<file path="src/hw/pcs_pkg.sv">
// Constants for the per-port PHY control and status register bank
package pcs_pkg;

    // ----------------------------------------------------------------
    // Register offsets
    // ----------------------------------------------------------------
    localparam logic [7:0] REG_P1_STATUS0 = 8'h29;
    localparam logic [7:0] REG_P1_SPECIAL = 8'h2a;
    localparam logic [7:0] REG_P1_CONTROL5 = 8'h2c;
    localparam logic [7:0] REG_P2_STATUS0 = 8'h39;
    localparam logic [7:0] REG_P2_SPECIAL = 8'h3a;
    localparam logic [7:0] REG_P2_CONTROL5 = 8'h3c;
    localparam logic [7:0] REG_REFCLK_CTRL = 8'h57;
    localparam logic [7:0] PORT_STRIDE = REG_P2_STATUS0 - REG_P1_STATUS0;

    // ----------------------------------------------------------------
    // Field positions
    // ----------------------------------------------------------------
    localparam int BIT_REFCLK_DIS = 3;
    localparam int BIT_XOVER_SEL = 7;
    localparam int BIT_POL_REV = 5;
    localparam int BIT_TX_FLOW = 4;
    localparam int BIT_RX_FLOW = 3;
    localparam int BIT_SPEED = 2;
    localparam int BIT_DUPLEX = 1;
    localparam int BIT_FORCE_LINK = 3;
    localparam int BIT_PWR_SAVE = 2;
    localparam int BIT_REM_LOOP = 1;
    localparam int BIT_AN_DIS = 7;
    localparam int BIT_FRC_SPEED = 6;
    localparam int BIT_FRC_DUPLEX = 5;
    localparam int ADV_MSB = 4;

    // ----------------------------------------------------------------
    // Writable masks and reset values
    // ----------------------------------------------------------------
    localparam logic [7:0] MASK_REFCLK = 8'h08;
    localparam logic [7:0] MASK_STATUS0 = 8'h80;
    localparam logic [7:0] MASK_SPECIAL = 8'h0e;
    localparam logic [7:0] MASK_CONTROL5 = 8'hff;
    localparam logic [7:0] RST_REFCLK = 8'h00;
    localparam logic [7:0] RST_STATUS0 = 8'h80;
    localparam logic [7:0] RST_SPECIAL = 8'h00;
    localparam logic [7:0] RST_CONTROL5 = 8'h5f;
    localparam logic [7:0] READ_IDLE = 8'h00;

endpackage

</file>
<file path="src/hw/pcs_port_regs.sv">
// Control and status registers of one copper port
`timescale 1ns/100ps
module pcs_port_regs
    import pcs_pkg::*;
(
    // Clock and reset
    input wire logic clk,
    input wire logic rst,
    // Register writes
    input wire logic wrStatus0,
    input wire logic wrSpecial,
    input wire logic wrControl5,
    input wire logic [7:0] wrData,
    // PHY state
    input wire logic rxPolarityReversed,
    input wire logic txFlowActive,
    input wire logic rxFlowActive,
    input wire logic anFailed,
    input wire logic anSpeed100,
    input wire logic anFullDuplex,
    // Register contents
    output logic [7:0] status0Rd,
    output logic [7:0] specialRd,
    output logic [7:0] control5Rd,
    // PHY controls
    output logic linkSpeed100,
    output logic linkFullDuplex
);

    // ----------------------------------------------------------------
    // Writable storage
    // ----------------------------------------------------------------
    logic [7:0] status0Ctl_ff;
    logic [7:0] special_ff;
    logic [7:0] control5_ff;
    logic [7:0] status0Live_ff;
    logic nxt_speed100;
    logic nxt_fullDuplex;

    // Crossover selector, only bit 7 takes writes
    always_ff @(posedge clk) begin
        if (rst) begin
            status0Ctl_ff <= RST_STATUS0;
        end else if (wrStatus0) begin
            status0Ctl_ff <= wrData & MASK_STATUS0;
        end
    end

    // Force link, power save and remote loopback
    always_ff @(posedge clk) begin
        if (rst) begin
            special_ff <= RST_SPECIAL;
        end else if (wrSpecial) begin
            special_ff <= wrData & MASK_SPECIAL;
        end
    end

    // Negotiation control and advertised abilities
    always_ff @(posedge clk) begin
        if (rst) begin
            control5_ff <= RST_CONTROL5;
        end else if (wrControl5) begin
            control5_ff <= wrData & MASK_CONTROL5;
        end
    end

    // ----------------------------------------------------------------
    // Speed and duplex resolution
    // ----------------------------------------------------------------
    always_comb begin
        nxt_speed100 = anSpeed100;
        if (control5_ff[BIT_AN_DIS]) begin
            nxt_speed100 = control5_ff[BIT_FRC_SPEED];
        end
        nxt_fullDuplex = anFullDuplex;
        if (control5_ff[BIT_AN_DIS] || anFailed) begin
            nxt_fullDuplex = control5_ff[BIT_FRC_DUPLEX];
        end
    end

    // Live status bits captured every cycle
    always_ff @(posedge clk) begin
        if (rst) begin
            status0Live_ff <= 8'h00;
        end else begin
            status0Live_ff <= 8'h00;
            status0Live_ff[BIT_POL_REV] <= rxPolarityReversed;
            status0Live_ff[BIT_TX_FLOW] <= txFlowActive;
            status0Live_ff[BIT_RX_FLOW] <= rxFlowActive;
            status0Live_ff[BIT_SPEED] <= nxt_speed100;
            status0Live_ff[BIT_DUPLEX] <= nxt_fullDuplex;
        end
    end

    // Readback and resolved link mode
    assign status0Rd = status0Ctl_ff | status0Live_ff;
    assign specialRd = special_ff;
    assign control5Rd = control5_ff;
    assign linkSpeed100 = status0Live_ff[BIT_SPEED];
    assign linkFullDuplex = status0Live_ff[BIT_DUPLEX];

    // ----------------------------------------------------------------
    // Checks
    // ----------------------------------------------------------------
    chk_forced_speed: assert property (@(posedge clk) disable iff (rst)
        control5_ff[BIT_AN_DIS] && !$past(rst) ##1 $stable(control5_ff) |->
        linkSpeed100 == control5_ff[BIT_FRC_SPEED])
        else $error("forced speed not applied");
    chk_failed_duplex: assert property (@(posedge clk) disable iff (rst)
        anFailed && !wrControl5 |=> linkFullDuplex == control5_ff[BIT_FRC_DUPLEX])
        else $error("forced duplex not applied on failed negotiation");
    chk_polarity_bit: assert property (@(posedge clk) disable iff (rst)
        rxPolarityReversed |=> status0Rd[BIT_POL_REV])
        else $error("polarity status not reported");
    chk_flow_bits: assert property (@(posedge clk) disable iff (rst)
        ##1 status0Rd[BIT_TX_FLOW] == $past(txFlowActive) &&
        status0Rd[BIT_RX_FLOW] == $past(rxFlowActive))
        else $error("flow status mismatch");
    chk_status_ro: assert property (@(posedge clk) disable iff (rst)
        wrStatus0 |=> status0Ctl_ff[6:0] == 7'h00)
        else $error("read-only status bit took a write");

endmodule

</file>
<file path="src/hw/pcs_regs_top.sv">
// Port PHY control and status register bank with reference clock gate
`timescale 1ns/100ps
// Function
// - Bit 3 set stops port 4 reference clock
// - Status-0 bit 7 picks crossover algorithm
// - Status-0 bit 5 shows reversed receive polarity
// - Status-0 bit 4 shows transmit flow control
// - Status-0 bit 3 shows receive flow control
// - Status-0 bit 2 shows resolved speed
// - Status-0 bit 1 shows resolved duplex
// - Special bit 3 forces link pass
// - Special bit 2 enables power saving
// - Special bit 1 enables remote loopback
// - Control-5 bit 7 disables auto-negotiation
// - Control-5 bit 6 forces speed, default 100
// - Control-5 bit 5 forces duplex, default half
// - Control-5 bit 4 advertises flow control
// - Control-5 bit 3 advertises 100 full duplex
// - Control-5 bit 2 advertises 100 half duplex
// - Control-5 bit 1 advertises 10 full duplex
// - Control-5 bit 0 advertises 10 half duplex
// - Status-0 at 0x29 and 0x39, rest reserved
module pcs_regs_top
    import pcs_pkg::*;
#(
    parameter int NUM_PORTS = 2
) (
    // Clock and reset
    input wire logic clk,
    input wire logic rst,
    // Management register access
    input wire logic [7:0] regAddr,
    input wire logic regWrEn,
    input wire logic [7:0] regWrData,
    input wire logic regRdEn,
    output logic [7:0] regRdData,
    output logic regRdValid,
    // PHY state per port
    input wire logic [NUM_PORTS-1:0] rxPolarityReversed,
    input wire logic [NUM_PORTS-1:0] txFlowActive,
    input wire logic [NUM_PORTS-1:0] rxFlowActive,
    input wire logic [NUM_PORTS-1:0] anFailed,
    input wire logic [NUM_PORTS-1:0] anSpeed100,
    input wire logic [NUM_PORTS-1:0] anFullDuplex,
    // PHY controls per port
    output logic [NUM_PORTS-1:0] crossoverAlgorithmSelect,
    output logic [NUM_PORTS-1:0] forceLinkPass,
    output logic [NUM_PORTS-1:0] powerSaveEn,
    output logic [NUM_PORTS-1:0] remoteLoopbackEn,
    output logic [NUM_PORTS-1:0] anDisable,
    output logic [NUM_PORTS-1:0] linkSpeed100,
    output logic [NUM_PORTS-1:0] linkFullDuplex,
    output logic [NUM_PORTS*5-1:0] advertiseCaps,
    // Fourth MAC reduced-MII reference clock pin
    output logic referenceClockPinEn
);

    // ----------------------------------------------------------------
    // Address decode helpers
    // ----------------------------------------------------------------

    // Offset of a port register, first port as the base
    function automatic logic [7:0] portAddr(input int port, input logic [7:0] firstOfs);
        portAddr = firstOfs + 8'(port * PORT_STRIDE);
    endfunction

    // True when a write or read strobe hits a given offset
    function automatic logic hitWrite(input logic [7:0] addr, input logic [7:0] ofs,
                                      input logic en);
        hitWrite = en && (addr == ofs);
    endfunction

    // ----------------------------------------------------------------
    // Declarations
    // ----------------------------------------------------------------
    logic [7:0] refClkCtl_ff;
    logic [7:0] regRdData_ff;
    logic regRdValid_ff;
    logic refClkPinEn_ff;
    logic [7:0] nxt_rdData;
    logic [7:0] status0Rd [NUM_PORTS];
    logic [7:0] specialRd [NUM_PORTS];
    logic [7:0] control5Rd [NUM_PORTS];
    logic [NUM_PORTS-1:0] wrStatus0;
    logic [NUM_PORTS-1:0] wrSpecial;
    logic [NUM_PORTS-1:0] wrControl5;
    logic [NUM_PORTS-1:0] hitStatus0;

    // ----------------------------------------------------------------
    // Per-port register sets
    // ----------------------------------------------------------------
    for (genvar p = 0; p < NUM_PORTS; p++) begin : g_port
        // Write strobes and status read hit for this port
        assign wrStatus0[p] = hitWrite(regAddr, portAddr(p, REG_P1_STATUS0), regWrEn);
        assign wrSpecial[p] = hitWrite(regAddr, portAddr(p, REG_P1_SPECIAL), regWrEn);
        assign wrControl5[p] = hitWrite(regAddr, portAddr(p, REG_P1_CONTROL5), regWrEn);
        assign hitStatus0[p] = hitWrite(regAddr, portAddr(p, REG_P1_STATUS0), regRdEn);

        pcs_port_regs u_port (
            .clk(clk),
            .rst(rst),
            .wrStatus0(wrStatus0[p]),
            .wrSpecial(wrSpecial[p]),
            .wrControl5(wrControl5[p]),
            .wrData(regWrData),
            .rxPolarityReversed(rxPolarityReversed[p]),
            .txFlowActive(txFlowActive[p]),
            .rxFlowActive(rxFlowActive[p]),
            .anFailed(anFailed[p]),
            .anSpeed100(anSpeed100[p]),
            .anFullDuplex(anFullDuplex[p]),
            .status0Rd(status0Rd[p]),
            .specialRd(specialRd[p]),
            .control5Rd(control5Rd[p]),
            .linkSpeed100(linkSpeed100[p]),
            .linkFullDuplex(linkFullDuplex[p])
        );

        // Controls straight from the stored bits
        assign crossoverAlgorithmSelect[p] = status0Rd[p][BIT_XOVER_SEL];
        assign forceLinkPass[p] = specialRd[p][BIT_FORCE_LINK];
        assign powerSaveEn[p] = specialRd[p][BIT_PWR_SAVE];
        assign remoteLoopbackEn[p] = specialRd[p][BIT_REM_LOOP];
        assign anDisable[p] = control5Rd[p][BIT_AN_DIS];
        assign advertiseCaps[p*5 +: 5] =
            control5Rd[p][ADV_MSB:0];

        // Status slot of this port returns its live status byte
        chk_status_slot: assert property (@(posedge clk) disable iff (rst)
            hitStatus0[p] |=> regRdValid && regRdData == $past(status0Rd[p]))
            else $error("status slot read returns wrong byte");
    end

    // ----------------------------------------------------------------
    // Reference clock control
    // ----------------------------------------------------------------

    // Only the disable bit takes writes
    always_ff @(posedge clk) begin
        if (rst) begin
            refClkCtl_ff <= RST_REFCLK;
        end else if (hitWrite(regAddr, REG_REFCLK_CTRL, regWrEn)) begin
            refClkCtl_ff <= regWrData & MASK_REFCLK;
        end
    end

    // Pin driver enable, low while disabled
    always_ff @(posedge clk) begin
        if (rst) begin
            refClkPinEn_ff <= 1'b1;
        end else begin
            refClkPinEn_ff <= !refClkCtl_ff[BIT_REFCLK_DIS];
        end
    end

    assign referenceClockPinEn = refClkPinEn_ff;

    // ----------------------------------------------------------------
    // Read path
    // ----------------------------------------------------------------

    // Read mux, unmapped and reserved slots return zero
    always_comb begin
        nxt_rdData = READ_IDLE;
        if (regAddr == REG_REFCLK_CTRL) begin
            nxt_rdData = refClkCtl_ff;
        end
        for (int p = 0; p < NUM_PORTS; p++) begin
            if (regAddr == portAddr(p, REG_P1_STATUS0)) begin
                nxt_rdData = status0Rd[p];
            end
            if (regAddr == portAddr(p, REG_P1_SPECIAL)) begin
                nxt_rdData = specialRd[p];
            end
            if (regAddr == portAddr(p, REG_P1_CONTROL5)) begin
                nxt_rdData = control5Rd[p];
            end
        end
    end

    // Read data held until the next read
    always_ff @(posedge clk) begin
        if (rst) begin
            regRdData_ff <= READ_IDLE;
        end else if (regRdEn) begin
            regRdData_ff <= nxt_rdData;
        end
    end

    // One-cycle read strobe
    always_ff @(posedge clk) begin
        if (rst) begin
            regRdValid_ff <= 1'b0;
        end else begin
            regRdValid_ff <= regRdEn;
        end
    end

    assign regRdData = regRdData_ff;
    assign regRdValid = regRdValid_ff;

    // ----------------------------------------------------------------
    // Checks
    // ----------------------------------------------------------------

    // Clock pin follows the disable bit two edges after the write
    chk_refclk_gate: assert property (@(posedge clk) disable iff (rst)
        regWrEn && regAddr == REG_REFCLK_CTRL && regWrData[BIT_REFCLK_DIS]
        |-> ##2 !referenceClockPinEn)
        else $error("reference clock still driven after disable");

    chk_refclk_enable: assert property (@(posedge clk) disable iff (rst)
        regWrEn && regAddr == REG_REFCLK_CTRL && !regWrData[BIT_REFCLK_DIS]
        |-> ##2 referenceClockPinEn)
        else $error("reference clock not driven after enable");

    // Clock pin keeps its state while the control register is left alone
    chk_refclk_hold: assert property (@(posedge clk) disable iff (rst)
        !(regWrEn && regAddr == REG_REFCLK_CTRL) |-> ##2 $stable(referenceClockPinEn))
        else $error("reference clock pin changed without a write");

    chk_unmapped_zero: assert property (@(posedge clk) disable iff (rst)
        regRdEn && regAddr != REG_REFCLK_CTRL && regAddr != REG_P1_STATUS0 &&
        regAddr != REG_P1_SPECIAL && regAddr != REG_P1_CONTROL5 &&
        regAddr != REG_P2_STATUS0 && regAddr != REG_P2_SPECIAL &&
        regAddr != REG_P2_CONTROL5 |=> regRdValid && regRdData == READ_IDLE)
        else $error("unmapped read not zero");

    // Read answered exactly one edge after the strobe
    chk_read_strobe: assert property (@(posedge clk) disable iff (rst)
        !$past(rst) |-> regRdValid == $past(regRdEn))
        else $error("read valid not one edge after the strobe");

    // Read data stands until the next read
    chk_read_hold: assert property (@(posedge clk) disable iff (rst)
        !regRdEn |=> $stable(regRdData))
        else $error("read data changed without a read");

    chk_refclk_reserved: assert property (@(posedge clk) disable iff (rst)
        regWrEn && regAddr == REG_REFCLK_CTRL ##1 regRdEn && regAddr == REG_REFCLK_CTRL
        |=> regRdData == ($past(regWrData, 2) & MASK_REFCLK))
        else $error("reference clock register readback wrong");

    chk_xover_write: assert property (@(posedge clk) disable iff (rst)
        regWrEn && regAddr == REG_P1_STATUS0 |=>
        crossoverAlgorithmSelect[0] == $past(regWrData[BIT_XOVER_SEL]))
        else $error("crossover select not stored");

    // Second port crossover selector
    chk_xover_write_p2: assert property (@(posedge clk) disable iff (rst)
        regWrEn && regAddr == REG_P2_STATUS0 |=>
        crossoverAlgorithmSelect[1] == $past(regWrData[BIT_XOVER_SEL]))
        else $error("second port crossover select not stored");

    chk_special_write: assert property (@(posedge clk) disable iff (rst)
        regWrEn && regAddr == REG_P2_SPECIAL |=>
        powerSaveEn[1] == $past(regWrData[BIT_PWR_SAVE]) &&
        forceLinkPass[1] == $past(regWrData[BIT_FORCE_LINK]) &&
        remoteLoopbackEn[1] == $past(regWrData[BIT_REM_LOOP]))
        else $error("special control bits not stored");

    // First port force link, power save and loopback
    chk_special_write_p1: assert property (@(posedge clk) disable iff (rst)
        regWrEn && regAddr == REG_P1_SPECIAL |=>
        forceLinkPass[0] == $past(regWrData[BIT_FORCE_LINK]) &&
        powerSaveEn[0] == $past(regWrData[BIT_PWR_SAVE]) &&
        remoteLoopbackEn[0] == $past(regWrData[BIT_REM_LOOP]))
        else $error("first port special control bits not stored");

    chk_adv_write: assert property (@(posedge clk) disable iff (rst)
        regWrEn && regAddr == REG_P1_CONTROL5 |=>
        advertiseCaps[ADV_MSB:0] == $past(regWrData[ADV_MSB:0]) &&
        anDisable[0] == $past(regWrData[BIT_AN_DIS]))
        else $error("advertised abilities not stored");

    // Second port advertised abilities and negotiation disable
    chk_adv_write_p2: assert property (@(posedge clk) disable iff (rst)
        regWrEn && regAddr == REG_P2_CONTROL5 |=>
        advertiseCaps[5 +: 5] == $past(regWrData[ADV_MSB:0]) &&
        anDisable[1] == $past(regWrData[BIT_AN_DIS]))
        else $error("second port abilities not stored");

    chk_reset_values: assert property (@(posedge clk)
        rst |=> advertiseCaps == {NUM_PORTS{5'h1f}} && anDisable == '0 &&
        crossoverAlgorithmSelect == '1 && powerSaveEn == '0 && referenceClockPinEn)
        else $error("reset values wrong");

    chk_speed_report: assert property (@(posedge clk) disable iff (rst)
        regRdEn && regAddr == REG_P2_STATUS0 |=>
        regRdData[BIT_SPEED] == $past(linkSpeed100[1]) &&
        regRdData[BIT_DUPLEX] == $past(linkFullDuplex[1]))
        else $error("status speed or duplex mismatch");

    chk_rx_flow_rd: assert property (@(posedge clk) disable iff (rst)
        rxFlowActive[0] ##1 regRdEn && regAddr == REG_P1_STATUS0 |=>
        regRdData[BIT_RX_FLOW])
        else $error("receive flow status not read");

    chk_dup_report: assert property (@(posedge clk) disable iff (rst)
        anDisable[0] && !anFailed[0] ##1 $stable(anDisable[0]) |->
        linkFullDuplex[0] == $past(control5Rd[0][BIT_FRC_DUPLEX]))
        else $error("forced duplex not reported");

endmodule

</file>
<file path="config.mk">
export PLATFORM = sky130hd
export DESIGN_NAME = pcs_regs_top
export DESIGN_NICKNAME = d
export VERILOG_FILES = /design/src/hw/pcs_pkg.sv /design/src/hw/pcs_port_regs.sv /design/src/hw/pcs_regs_top.sv
export SDC_FILE = /design/constraint.sdc
export NUM_CORES = 1
export LEC_CHECK = 0
export BUFFER_PORTS_ARGS = -buffer_cell sky130_fd_sc_hd__buf_4
export CAP_MARGIN = 30
export CORE_MARGIN = 2
export CORE_UTILIZATION = 56
export DETAILED_ROUTE_END_ITERATION = 8
export PLACE_DENSITY = 0.88
export RECOVER_POWER = 100
export SLEW_MARGIN = 30
export SYNTH_ARGS = -nofsm -noshare
export SYNTH_HDL_FRONTEND = slang
export SYNTH_HIERARCHICAL = 1
export SYNTH_SLANG_ARGS = --single-unit
</file>
<file path="constraint.sdc">
create_clock -name clk -period 3 [get_ports clk]
set_input_delay 0.3 -clock clk [delete_from_list [all_inputs] [get_ports clk]]
set_output_delay 0.3 -clock clk [all_outputs]
set_load 0.03 [all_outputs]
</file>
# Word level (Yosys, flattened, before mapping)
# Cells that the tools add are included.
totals:
  wordCells: 44
  out_inout_bits: 34
  register_bits: 51
  in_bits: 32
classes:
  eq_ne: 7
  muxes: 11
  n_reduce_logical: 10
  bitwise_logic: 2
ops:
  columns: ["op", "count"]
  rows:
  - ["8-bit by 6-bit == test with 1-bit output (second input constant)", 6]
  - ["8-bit two-way mux", 6]
  - ["8-bit OR", 2]
  - ["8-bit by 7-bit == test with 1-bit output (second input constant)", 1]
  - ["1-bit logical AND", 7]
  - ["1-bit two-way mux", 4]
  - ["4-bit two-way mux", 1]
  - ["1-bit logical OR", 2]
  - ["1-bit logical NOT", 1]

# Logic depth before layout (Yosys ltp)
# Gate-level depths: netlist (run 1).
depth:
  depth_word: 8
  ltp_mapped: 9
  ltp_nobuf: 5

# Hierarchy
# Netlist (run 1), hierarchy kept.
by_module_without_submodules:
  columns: ["module", "area_each_um2", "cells_per_inst", "seq_area_each_um2", "n_inst"]
  rows:
  - ["pcs_port_regs", 674.4, 62, 340.3, 2]
  - ["pcs_regs_top", 1108.6, 137, 220.2, 1]

# Worst setup path after synthesis (run 1)
# OpenSTA, ideal clock, no wires.
synth_timing:
  path_type: "input-to-reg"
  start: "input port regAddr[1]"
  end: "register g_port[1].u_port.control5_ff[3]"
  setup_slack_ns: 0.870
  path_stages: 9
  required_time_ns: 2.880
  arrival_ns: 2.010
  setup_time_ns: 0.120
  n_path_buf: 4
  cell_sequence: "buf_2 nand4bb_1 buf_2 or4_1 clkbuf_1 nor2_1 buf_6 nor2b_1 a211o_1"
synth_via:
  elab_chain_cells: 2
synth_rtl:
  columns: ["element", "line_no", "rtl"]
  rows:
  - ["from (decl)", "pcs_regs_top.sv:32", "input wire logic [7:0] regAddr,"]
  - ["8-bit by 6-bit == test with 1-bit output", "pcs_regs_top.sv:70", "hitWrite = en && (addr == ofs);"]
  - ["1-bit logical AND", "pcs_regs_top.sv:70", null]
  - ["via wrControl5[1]", "pcs_regs_top.sv:86", "logic [NUM_PORTS-1:0] wrControl5;"]
  - ["to (signal assigned)", "pcs_port_regs.sv:63", "control5_ff <= wrData & MASK_CONTROL5;"]
  - ["to (decl)", "pcs_port_regs.sv:35", "logic [7:0] control5_ff;"]
# The timed path passes the listed nets, and every way through them passes these cells.
# A chain may end at the register's enable or synchronous reset.

# Final worst setup path (run 1)
layout_timing:
  start: "input port regAddr[2]"
  end: "register g_port[1].u_port.control5_ff[7]"
# The elaborated chain is that of the path after synthesis.

==> results of run 1 <==
## logic make-up after synthesis
logic type             count (synthesis)  share of synthesized area
AO/OA/AOI/OAI                         54                     0.1899
multiplexers                          13                    0.05295
other                                  2                   0.003056
buffers and inverters                 44                     0.1232
AND/OR/NAND/NOR                      102                     0.2607
XOR/XNOR                               1                   0.003565
flip-flops                            45                     0.3666
## flip-flops by register name, indices dropped and copies added, names as in the netlist
register and count:
g_port.u_port/specialRd 6, referenceClockPinEn 1, g_port.u_port/status0Live_ff 10, refClkCtl_ff 1
g_port.u_port/status0Ctl_ff 2, g_port.u_port/control5Rd 16, regRdValid 1, regRdData 8
## layer usage
| layer | share of wire | routed length [um] |
|---|---|---|
| met5 | 0 | 0 |
| met4 | 0.019 | 112 |
| met1 | 0.44 | 2628 |
| met3 | 0.077 | 460 |
| met2 | 0.47 | 2789 |
## power groups by stage
| stage | logic (uW) | clock network (uW) | registers (uW) |
|---|---|---|---|
| after detailed placement | 134 | 0 | 624 |
| after global routing | 144 | 565 | 610 |
| after global placement | 131 | 0 | 624 |
| final | 133 | 533 | 610 |
| after floorplan | 92.6 | 0 | 631 |
| after CTS | 135 | 540 | 610 |
## layout make-up
type | instances | share of cell area
timing repair buffer | 69 | 0.1375
multi-input combinational | 184 | 0.4619
clock buffer | 5 | 0.02464
tap | 52 | 0.02330
clock inverter | 3 | 0.02330
inverter | 5 | 0.006720
sequential | 45 | 0.3226
## metrics by stage
step	total power (uW)	hold slack (ns)	setup WS [ns]	area [um2]
finish	1275	0.2126	0.6376	2793
global route	1319	0.2071	0.4533	2793
CTS	1285	0.2130	0.9383	2942
detailed placement	757.8	0.4076	0.6247	2808
global placement	754.7	0.4058	0.7271	2808
floorplan	723.5	0.3779	0.8705	2502
## layout by cell type (no fill, tap or decap), types with 2 or more instances in the layout
master	count
nor4bb_1	15
mux2i_1	13
or3b_1	2
dfxtp_1	45
nand3_1	2
bufinv_16	2
buf_4	33
o32ai_1	7
o21ai_0	3
o32a_1	7
inv_1	5
nor2_1	33
conb_1	14
and3_1	2
a211o_1	14
clkbuf_1	35
and4bb_2	2
a211oi_1	14
nand2_1	11
nor2b_1	21
clkbuf_8	5
a21oi_2	2
nand2b_1	3
nor4b_1	5
## worst min path at each step
stage               slack (ns)                                             to                          from
CTS                       0.21    g_port[1].u_port/control5Rd[4]$_SDFFE_PP1P_                  regWrData[4]
detailed placement        0.41                 referenceClockPinEn$_SDFF_PP1_  refClkCtl_ff[3]$_SDFFE_PP0P_
finish                    0.21  g_port[0].u_port/status0Live_ff[3]$_SDFF_PP0_               rxFlowActive[0]
global placement          0.41                 referenceClockPinEn$_SDFF_PP1_  refClkCtl_ff[3]$_SDFFE_PP0P_
floorplan                 0.38                 referenceClockPinEn$_SDFF_PP1_  refClkCtl_ff[3]$_SDFFE_PP0P_
global route              0.21    g_port[1].u_port/control5Rd[4]$_SDFFE_PP1P_                  regWrData[4]
==> summary.txt, run 1 <==
Antenna violations before repair: 0
Layout cells sized above 1: 0.1576
NetSw: 282.0 uW
Syn Inst Count: 261
Max-cap viol count: 1
Worst Setup Start Kind: primary input
CTS tree: yes
Critical Path End: g_port[1].u_port/control5Rd[7]$_SDFFE_PP0P_
Top post-synthesis cells by count: 45 x dfxtp_1, 33 x nor2_1, 21 x buf_4, 21 x nor2b_1, 15 x nor4bb_1
Clk slew on worst S/H paths: 0.08 ns
Die X-Extent: 70.25 um
Synth area leaders: dfxtp_1 37%, buf_4 6.4%, nor4bb_1 6.1%
Final Net Count: 342
Crit-path slowest cell: or4_1
R2R Path End: regRdData[2]$_SDFFE_PP0P_
CP peak stage delay: 0.70 ns
Yosys reg bits: 45
Critical path type: primary input to flip-flop
Met1 Usage GRT: 0.3472
Num CTS Buffers: 5
Cell Rows: 24
Worst hold-check path type: primary input to flip-flop
Period minus WS final: 2.362 ns
Syn avg cell area: 9.415 um2
Max rail drop VDD: 264.5 uV
Synth top area share: 0.3666
Fin util: 0.6504
Post-Syn Area: 2457 um2
Internal power: 993.0 uW
RSZ-0062 raised after global routing: false
Largest net degree at the start of global routing: 46
Post-synthesis async set-or-reset flop share: 0
GRT met2 Usage: 0.3931
Worst path most repeated cell: nor2_1
Slew Limit Headroom: -0.2806
Met3 GRT Util: 0.05051
Clock Tree Root: clkbuf_8
Worst Tran Pin Value: 1.921 ns
CTS resizes: 0
Worst R2R Setup Slack: 1.41 ns
Worst Path Buf+Inv: 2
Total setup buffers inserted after CTS: 0
Busiest grt layer: met2
Main synth FF type: dfxtp_1
Post-synth EDFFs: 0
Violations in the final reports: capacitance limit, slew limit
Antenna-violating nets left: 0
Crit Path Max Fanout: 27
Multi-input logic area: 1290 um2
Routed wire length: 5.991 mm
Sw Ratio: 0.2212
Power Density: 456.6 nW/um2
Leakage: 0.0009985 uW
Final hold vios: 0
Finished Layout Cells: 363
Clock Latency Late Sink: 0.30 ns
Residual DRC: 0
Hold-critical path depth: 2
Avg WL per Cell: 16.50 um
Placed insts: 355
DP HPWL: 4.183 mm
GRT overflow: 0
CP delay by family, top: simple AND/OR/NAND/NOR gates
CP startpoint: regAddr[2]
Area growth syn-to-layout: 13.65%
Number of global-route vias before repair: 1989
Total GRT Usage: 0.2506
Synth cell types: 39
TritonRoute pass-1 iters: 4
Ratio of final minimum period to clock period: 0.7875
H-tree Lvls: 2
Flop pwr share: 0.478
Endpoints failing setup: 0
Final Max Tran Viols: 46
First-pass GRT wire length: 9.887 mm
Fmax: 423.3 MHz
CTS sink cnt: 45
Req. time, crit path: 3.11 ns
Synth warn: 6
Clk buf depth: 2
Diodes inserted: 0
Combinational Power Share: 0.104
Die area: 4934 um2
Io pins: 66
Core box area: 4294 um2
Fill cells: 376
Count leader, synth: dfxtp_1
Critical path cell sequence: clkbuf_2 -> nand4bb_1 -> or4_1 -> nor2_1 -> buf_4 -> mux2i_1 -> nor2_1
Setup TNS: 0 ns
Status: finished, violations left
Vias: 2134
Worst reg2reg path depth: 4
R2R Path Start: g_port[0].u_port/specialRd[2]$_SDFFE_PP0P_
RD Place Congestion: 0.8841
Input/output buffers: 65
Stages on worst setup path: 7
Crit path arrival time: 2.47 ns
Setup crit end kind: flip-flop
Starting density of the core: 0.5723
Seq/Total Area, Yosys: 0.3666
Initial DRC Count: 305
Post-route clock skew: 0.004263 ns
Chip height: 70.25 um
Register area: 900.9 um2
Clock share of power: 0.418
Hold buffer count at cts: 0
Largest area contributor in the netlist: dfxtp_1
DR vias/cell: 5.879
No activity file was read; power rests on OpenSTA's default activity.
==> run 2: changes to the inputs <==
--- a/config.mk
+++ b/config.mk
@@ -8,9 +8,9 @@
 export BUFFER_PORTS_ARGS = -buffer_cell sky130_fd_sc_hd__buf_4
 export CAP_MARGIN = 30
 export CORE_MARGIN = 2
-export CORE_UTILIZATION = 56
+export CORE_UTILIZATION = 52
 export DETAILED_ROUTE_END_ITERATION = 8
-export PLACE_DENSITY = 0.88
+export PLACE_DENSITY = 0.83
 export RECOVER_POWER = 100
 export SLEW_MARGIN = 30
 export SYNTH_ARGS = -nofsm -noshare
==> constraint.sdc (replaced) <==
create_clock -name clk -period 2.23 [get_ports clk]
set_input_delay 0.223 -clock clk [delete_from_list [all_inputs] [get_ports clk]]
set_output_delay 0.223 -clock clk [all_outputs]
set_load 0.03 [all_outputs]
==> summary.txt, run 2 (synthesis results as in run 1) <==
Cell Rows: 25
Placement Setup Slack: 0.3619 ns
Area growth syn-to-layout: 12.02%
Io pins: 66
Top sig layer: met4
Metal3 WL: 376 um
Antenna violations before repair: 0
DR vias/cell: 5.916
Largest net degree at the start of global routing: 46
Final WS setup: 0.4346 ns
Starting density of the core: 0.5308
Period minus WS final: 1.795 ns
Hold buffer count at cts: 0
Diodes inserted: 0
Input/output buffers: 65
Initial DRC Count: 158
Clock Latency Late Sink: 0.31 ns
Routed wire length: 6.197 mm
Layout cells sized above 1: 0.1497
Ratio of final minimum period to clock period: 0.8051
Max rail drop VDD: 372.6 uV
Clk buf depth: 2
M1 WL: 2.772 mm
Avg WL per Cell: 16.84 um
Residual DRC: 0
R2R Path Start: g_port[0].u_port/specialRd[2]$_SDFFE_PP0P_
CP delay by family, top: simple AND/OR/NAND/NOR gates
Die area: 5292 um2
Antenna-violating nets left: 0
Setup crit end kind: flip-flop
Worst hold-check path type: primary input to flip-flop
Commonest non-fill, non-tap cell in the layout: dfxtp_1
Total setup buffers inserted after CTS: 0
Worst Setup Start Kind: primary input
Leakage: 0.0009749 uW
Max reg flops: 16
Critical path type: primary input to flip-flop
CTS tree: yes
Crit Path Max Fanout: 27
CP peak stage delay: 0.59 ns
Most frequent cells in the layout: 45 x dfxtp_1, 38 x clkbuf_1, 34 x buf_4, 33 x nor2_1, 21 x nor2b_1
Core box area: 4629 um2
Routed wl met2: 2.908 mm
H-tree Lvls: 2
Critical path cell sequence: buf_4 -> nor3b_2 -> clkbuf_1 -> nand2_1 -> nor2_1 -> nor2b_1 -> a211o_1
Num CTS Buffers: 5
CTS sink cnt: 45
R2R Path End: regRdData[2]$_SDFFE_PP0P_
Post-route clock skew: 0.01097 ns
Final Max Tran Viols: 0
Worst reg2reg path depth: 4
Clock Tree Root: clkbuf_8
Worst R2R Setup Slack: 0.69 ns
GRT overflow: 0
Slew Limit Headroom: 0.5742
Worst Path Buf+Inv: 2
Vias: 2177
First-pass GRT wire length: 9.825 mm
RSZ-0062 raised after global routing: false
Hold EP: g_port[1].u_port/control5Rd[4]$_SDFFE_PP1P_
Fmax: 557.0 MHz
Setup TNS: 0 ns
RD Place Congestion: 0.8479
Max-cap viol count: 0
TritonRoute pass-1 iters: 4
Power Density: 552.8 nW/um2
Crit path arrival time: 2.00 ns
Worst Tran Pin Value: 0.6360 ns
Endpoints failing setup: 0
Chip height: 72.75 um
Final hold vios: 0
Worst hold start: regWrData[4]
Req. time, crit path: 2.43 ns
Hold-critical path depth: 2
Clk slew on worst S/H paths: 0.09 ns
Crit-path slowest cell: nor3b_2
CTS resizes: 0
Final Net Count: 345
DP HPWL: 4.368 mm
Status: finished clean
Number of global-route vias before repair: 2026
Die X-Extent: 72.75 um
Total GRT Usage: 0.2430
run 2: changes by cell type in the layout (fill, tap and decap cells not counted), sizes merged:
cell | before | now
buf | 33 | 34
bufinv | 2 | 0
clkbuf | 41 | 43
clkinvlp | 0 | 1
inv | 5 | 6
run 2: metrics by stage:
stage	cells	hold slack (ns)	power, uW	cell area (um2)	utilization
detailed placement	360	0.4160	1022	2833	0.6119
global route	368	0.1198	1582	2753	0.5946
global placement	360	0.4092	1019	2833	0.6119
finish	368	0.1251	1522	2753	0.5946
floorplan	273	0.3408	973.3	2502	-
CTS	368	0.1230	1537	2927	0.6322
run 2: worst max path at each step:
stage               startpoint                                             end  slack [ns]  cells past startpoint
global placement    regAddr[1]     g_port[1].u_port/control5Rd[6]$_SDFFE_PP1P_        0.40                      7
floorplan           regAddr[1]     g_port[1].u_port/control5Rd[3]$_SDFFE_PP1P_        0.18                      9
CTS                 regAddr[7]      g_port[1].u_port/specialRd[3]$_SDFFE_PP0P_        0.68                      7
detailed placement  regAddr[7]      g_port[1].u_port/specialRd[3]$_SDFFE_PP0P_        0.36                      7
global route        regAddr[0]  g_port[1].u_port/status0Ctl_ff[7]$_SDFFE_PP1P_        0.28                      7
finish              regAddr[0]  g_port[1].u_port/status0Ctl_ff[7]$_SDFFE_PP1P_        0.43                      7
run 2: layout make-up:
class	instances	area (um2)
clock buffer	5	68.82
tap	54	67.56
fill	467	1877
multi-input combinational	184	1274
sequential	45	900.9
timing repair buffer	72	397.9
inverter	5	18.77
clock inverter	3	25.02
run 2: metal layers:
layer,vias up,GRT usage
li1,1032,-
met1,1053,0.3225
met2,79,0.3838
met3,13,0.05387
met4,0,0.09671
met5,-,0
run 2: power breakdown:
group	leakage (uW)	internal, uW	switching [uW]
Combinational	0.000564	75.8	99.3
Clock	0.0000447	226	299
Sequential	0.000366	815	6.67
==> run 3: changes to the inputs <==
==> constraint.sdc (replaced) <==
create_clock -name clk -period 1.9 [get_ports clk]
set_input_delay 0.19 -clock clk [delete_from_list [all_inputs] [get_ports clk]]
set_output_delay 0.19 -clock clk [all_outputs]
set_load 0.03 [all_outputs]
==> summary.txt, run 3 (synthesis results as in run 1) <==
Final Max Tran Viols: 0
Clk buf depth: 2
Number of global-route vias before repair: 1911
Hold buffer count at cts: 0
Power, Total: 1776 uW
Input/output buffers: 65
Status: finished clean
Area growth syn-to-layout: 14.77%
Period minus WS final: 1.606 ns
Die X-Extent: 72.75 um
Busiest grt layer: met1
Layout cells sized above 1: 0.1739
Critical path cell sequence: buf_4 -> nand4bb_1 -> clkbuf_1 -> nor4_1 -> clkbuf_2 -> nor2b_1 -> a211o_1
Slew Limit Headroom: 0.4057
Max-cap viol count: 0
Setup crit end kind: flip-flop
Antenna-violating nets left: 0
Worst reg2reg path depth: 4
Crit-path slowest cell: clkbuf_2
Max rail drop VDD: 458.5 uV
Finished Layout Cells: 376
Routed wire length: 6.014 mm
Power Density: 629.8 nW/um2
Ratio of final minimum period to clock period: 0.8452
CTS sink cnt: 45
Total setup buffers inserted after CTS: 0
Met1 Usage GRT: 0.3419
CP peak stage delay: 0.37 ns
RD Place Congestion: 0.8302
Worst Path Buf+Inv: 3
Clock Tree Root: clkbuf_8
Post-route clock skew: 0.005765 ns
Largest net degree at the start of global routing: 45
GRT overflow: 0
Antenna violations before repair: 0
Diodes inserted: 0
Req. time, crit path: 2.10 ns
Crit Path Max Fanout: 14
DR vias/cell: 5.729
Core box area: 4629 um2
Endpoints failing setup: 0
Cell Rows: 25
Initial DRC Count: 122
TritonRoute pass-1 iters: 4
Max reg flops: 16
RSZ-0062 raised after global routing: false
Post-DP Area: 2900 um2
Io pins: 66
Avg WL per Cell: 15.99 um
Leakage: 0.0009981 uW
Clk slew on worst S/H paths: 0.09 ns
DP HPWL: 4.446 mm
Worst Tran Pin Value: 0.8915 ns
GRT met2 Usage: 0.3404
Chip height: 72.75 um
Clock Latency Late Sink: 0.30 ns
Final Net Count: 353
Most frequent cells in the layout: 45 x dfxtp_1, 41 x clkbuf_1, 37 x buf_4, 32 x nor2_1, 21 x nor2b_1
Hold-critical path depth: 2
Placed insts: 368
H-tree Lvls: 2
Critical path type: primary input to flip-flop
Final hold vios: 0
CP delay by family, top: buffers and inverters
Num CTS Buffers: 5
Worst hold-check path type: primary input to flip-flop
Fin util: 0.6092
First-pass GRT wire length: 9.494 mm
Commonest non-fill, non-tap cell in the layout: dfxtp_1
Total GRT Usage: 0.2351
Post-route cell area: 2820 um2
Fmax: 622.7 MHz
Crit path arrival time: 1.80 ns
Die area: 5292 um2
CTS tree: yes
CTS resizes: 0
Residual DRC: 0
Met3 GRT Util: 0.05249
Starting density of the core: 0.5308
Setup TNS: 0 ns
Vias: 2154
Stages on worst setup path: 7
Worst Setup Start Kind: primary input
-- run 3: changes by cell type in the layout (fill, tap and decap cells not counted), sizes merged --
cell      previous run  this run
clkinv               1         0
clkinvlp             1         2
inv                  6         5
clkbuf              43        49
buf                 34        37
-- run 3: power breakdown --
part | leakage (uW) | internal (uW) | switching, uW
combinational | 0.000595 | 97.8 | 119
sequential | 0.000366 | 956 | 7.25
clock | 0.0000374 | 259 | 337
-- run 3: worst register-to-register path, cell delays in order, from the launching register on --
cell      delay, ns
dfxtp_1        0.38
nor4bb_1       0.34
a211oi_1       0.09
o32a_1         0.38
o32ai_1        0.26
-- run 3: through the flow --
step / setup WS (ns) / hold WS, ns
after floorplan: 0.007204 / 0.3078
after global placement: 0.1190 / 0.4033
after detailed placement: 0.07373 / 0.4104
after CTS: 0.3849 / 0.08787
after global routing: 0.1914 / 0.09821
final: 0.2941 / 0.09002
-- run 3: final cells by class --
class / count / area (um2)
Clock buffer: 6 / 72.57
Clock inverter: 2 / 15.01
Fill cell: 439 / 1809
Inverter: 5 / 18.77
Multi-Input combinational cell: 184 / 1300
Sequential cell: 45 / 900.9
Tap cell: 54 / 67.56
Timing Repair Buffer: 80 / 445.4
-- run 3: path summary, 6_finish.rpt --
check	start	endpoint	slack, ns
hold reg to reg	refClkCtl_ff[3]$_SDFFE_PP0P_	referenceClockPinEn$_SDFF_PP1_	0.43
hold / removal	rxFlowActive[0]	g_port[0].u_port/status0Live_ff[3]$_SDFF_PP0_	0.09
setup / recovery	regAddr[1]	g_port[0].u_port/control5Rd[2]$_SDFFE_PP1P_	0.29
setup reg to reg	g_port[0].u_port/specialRd[2]$_SDFFE_PP0P_	regRdData[2]$_SDFFE_PP0P_	0.36
-- run 3: routing by layer --
layer  wire [um]  vias up
li1            -     1043
met1        2599     1014
met2        2759       88
met3         557        9
met4          99        0
met5           0        -
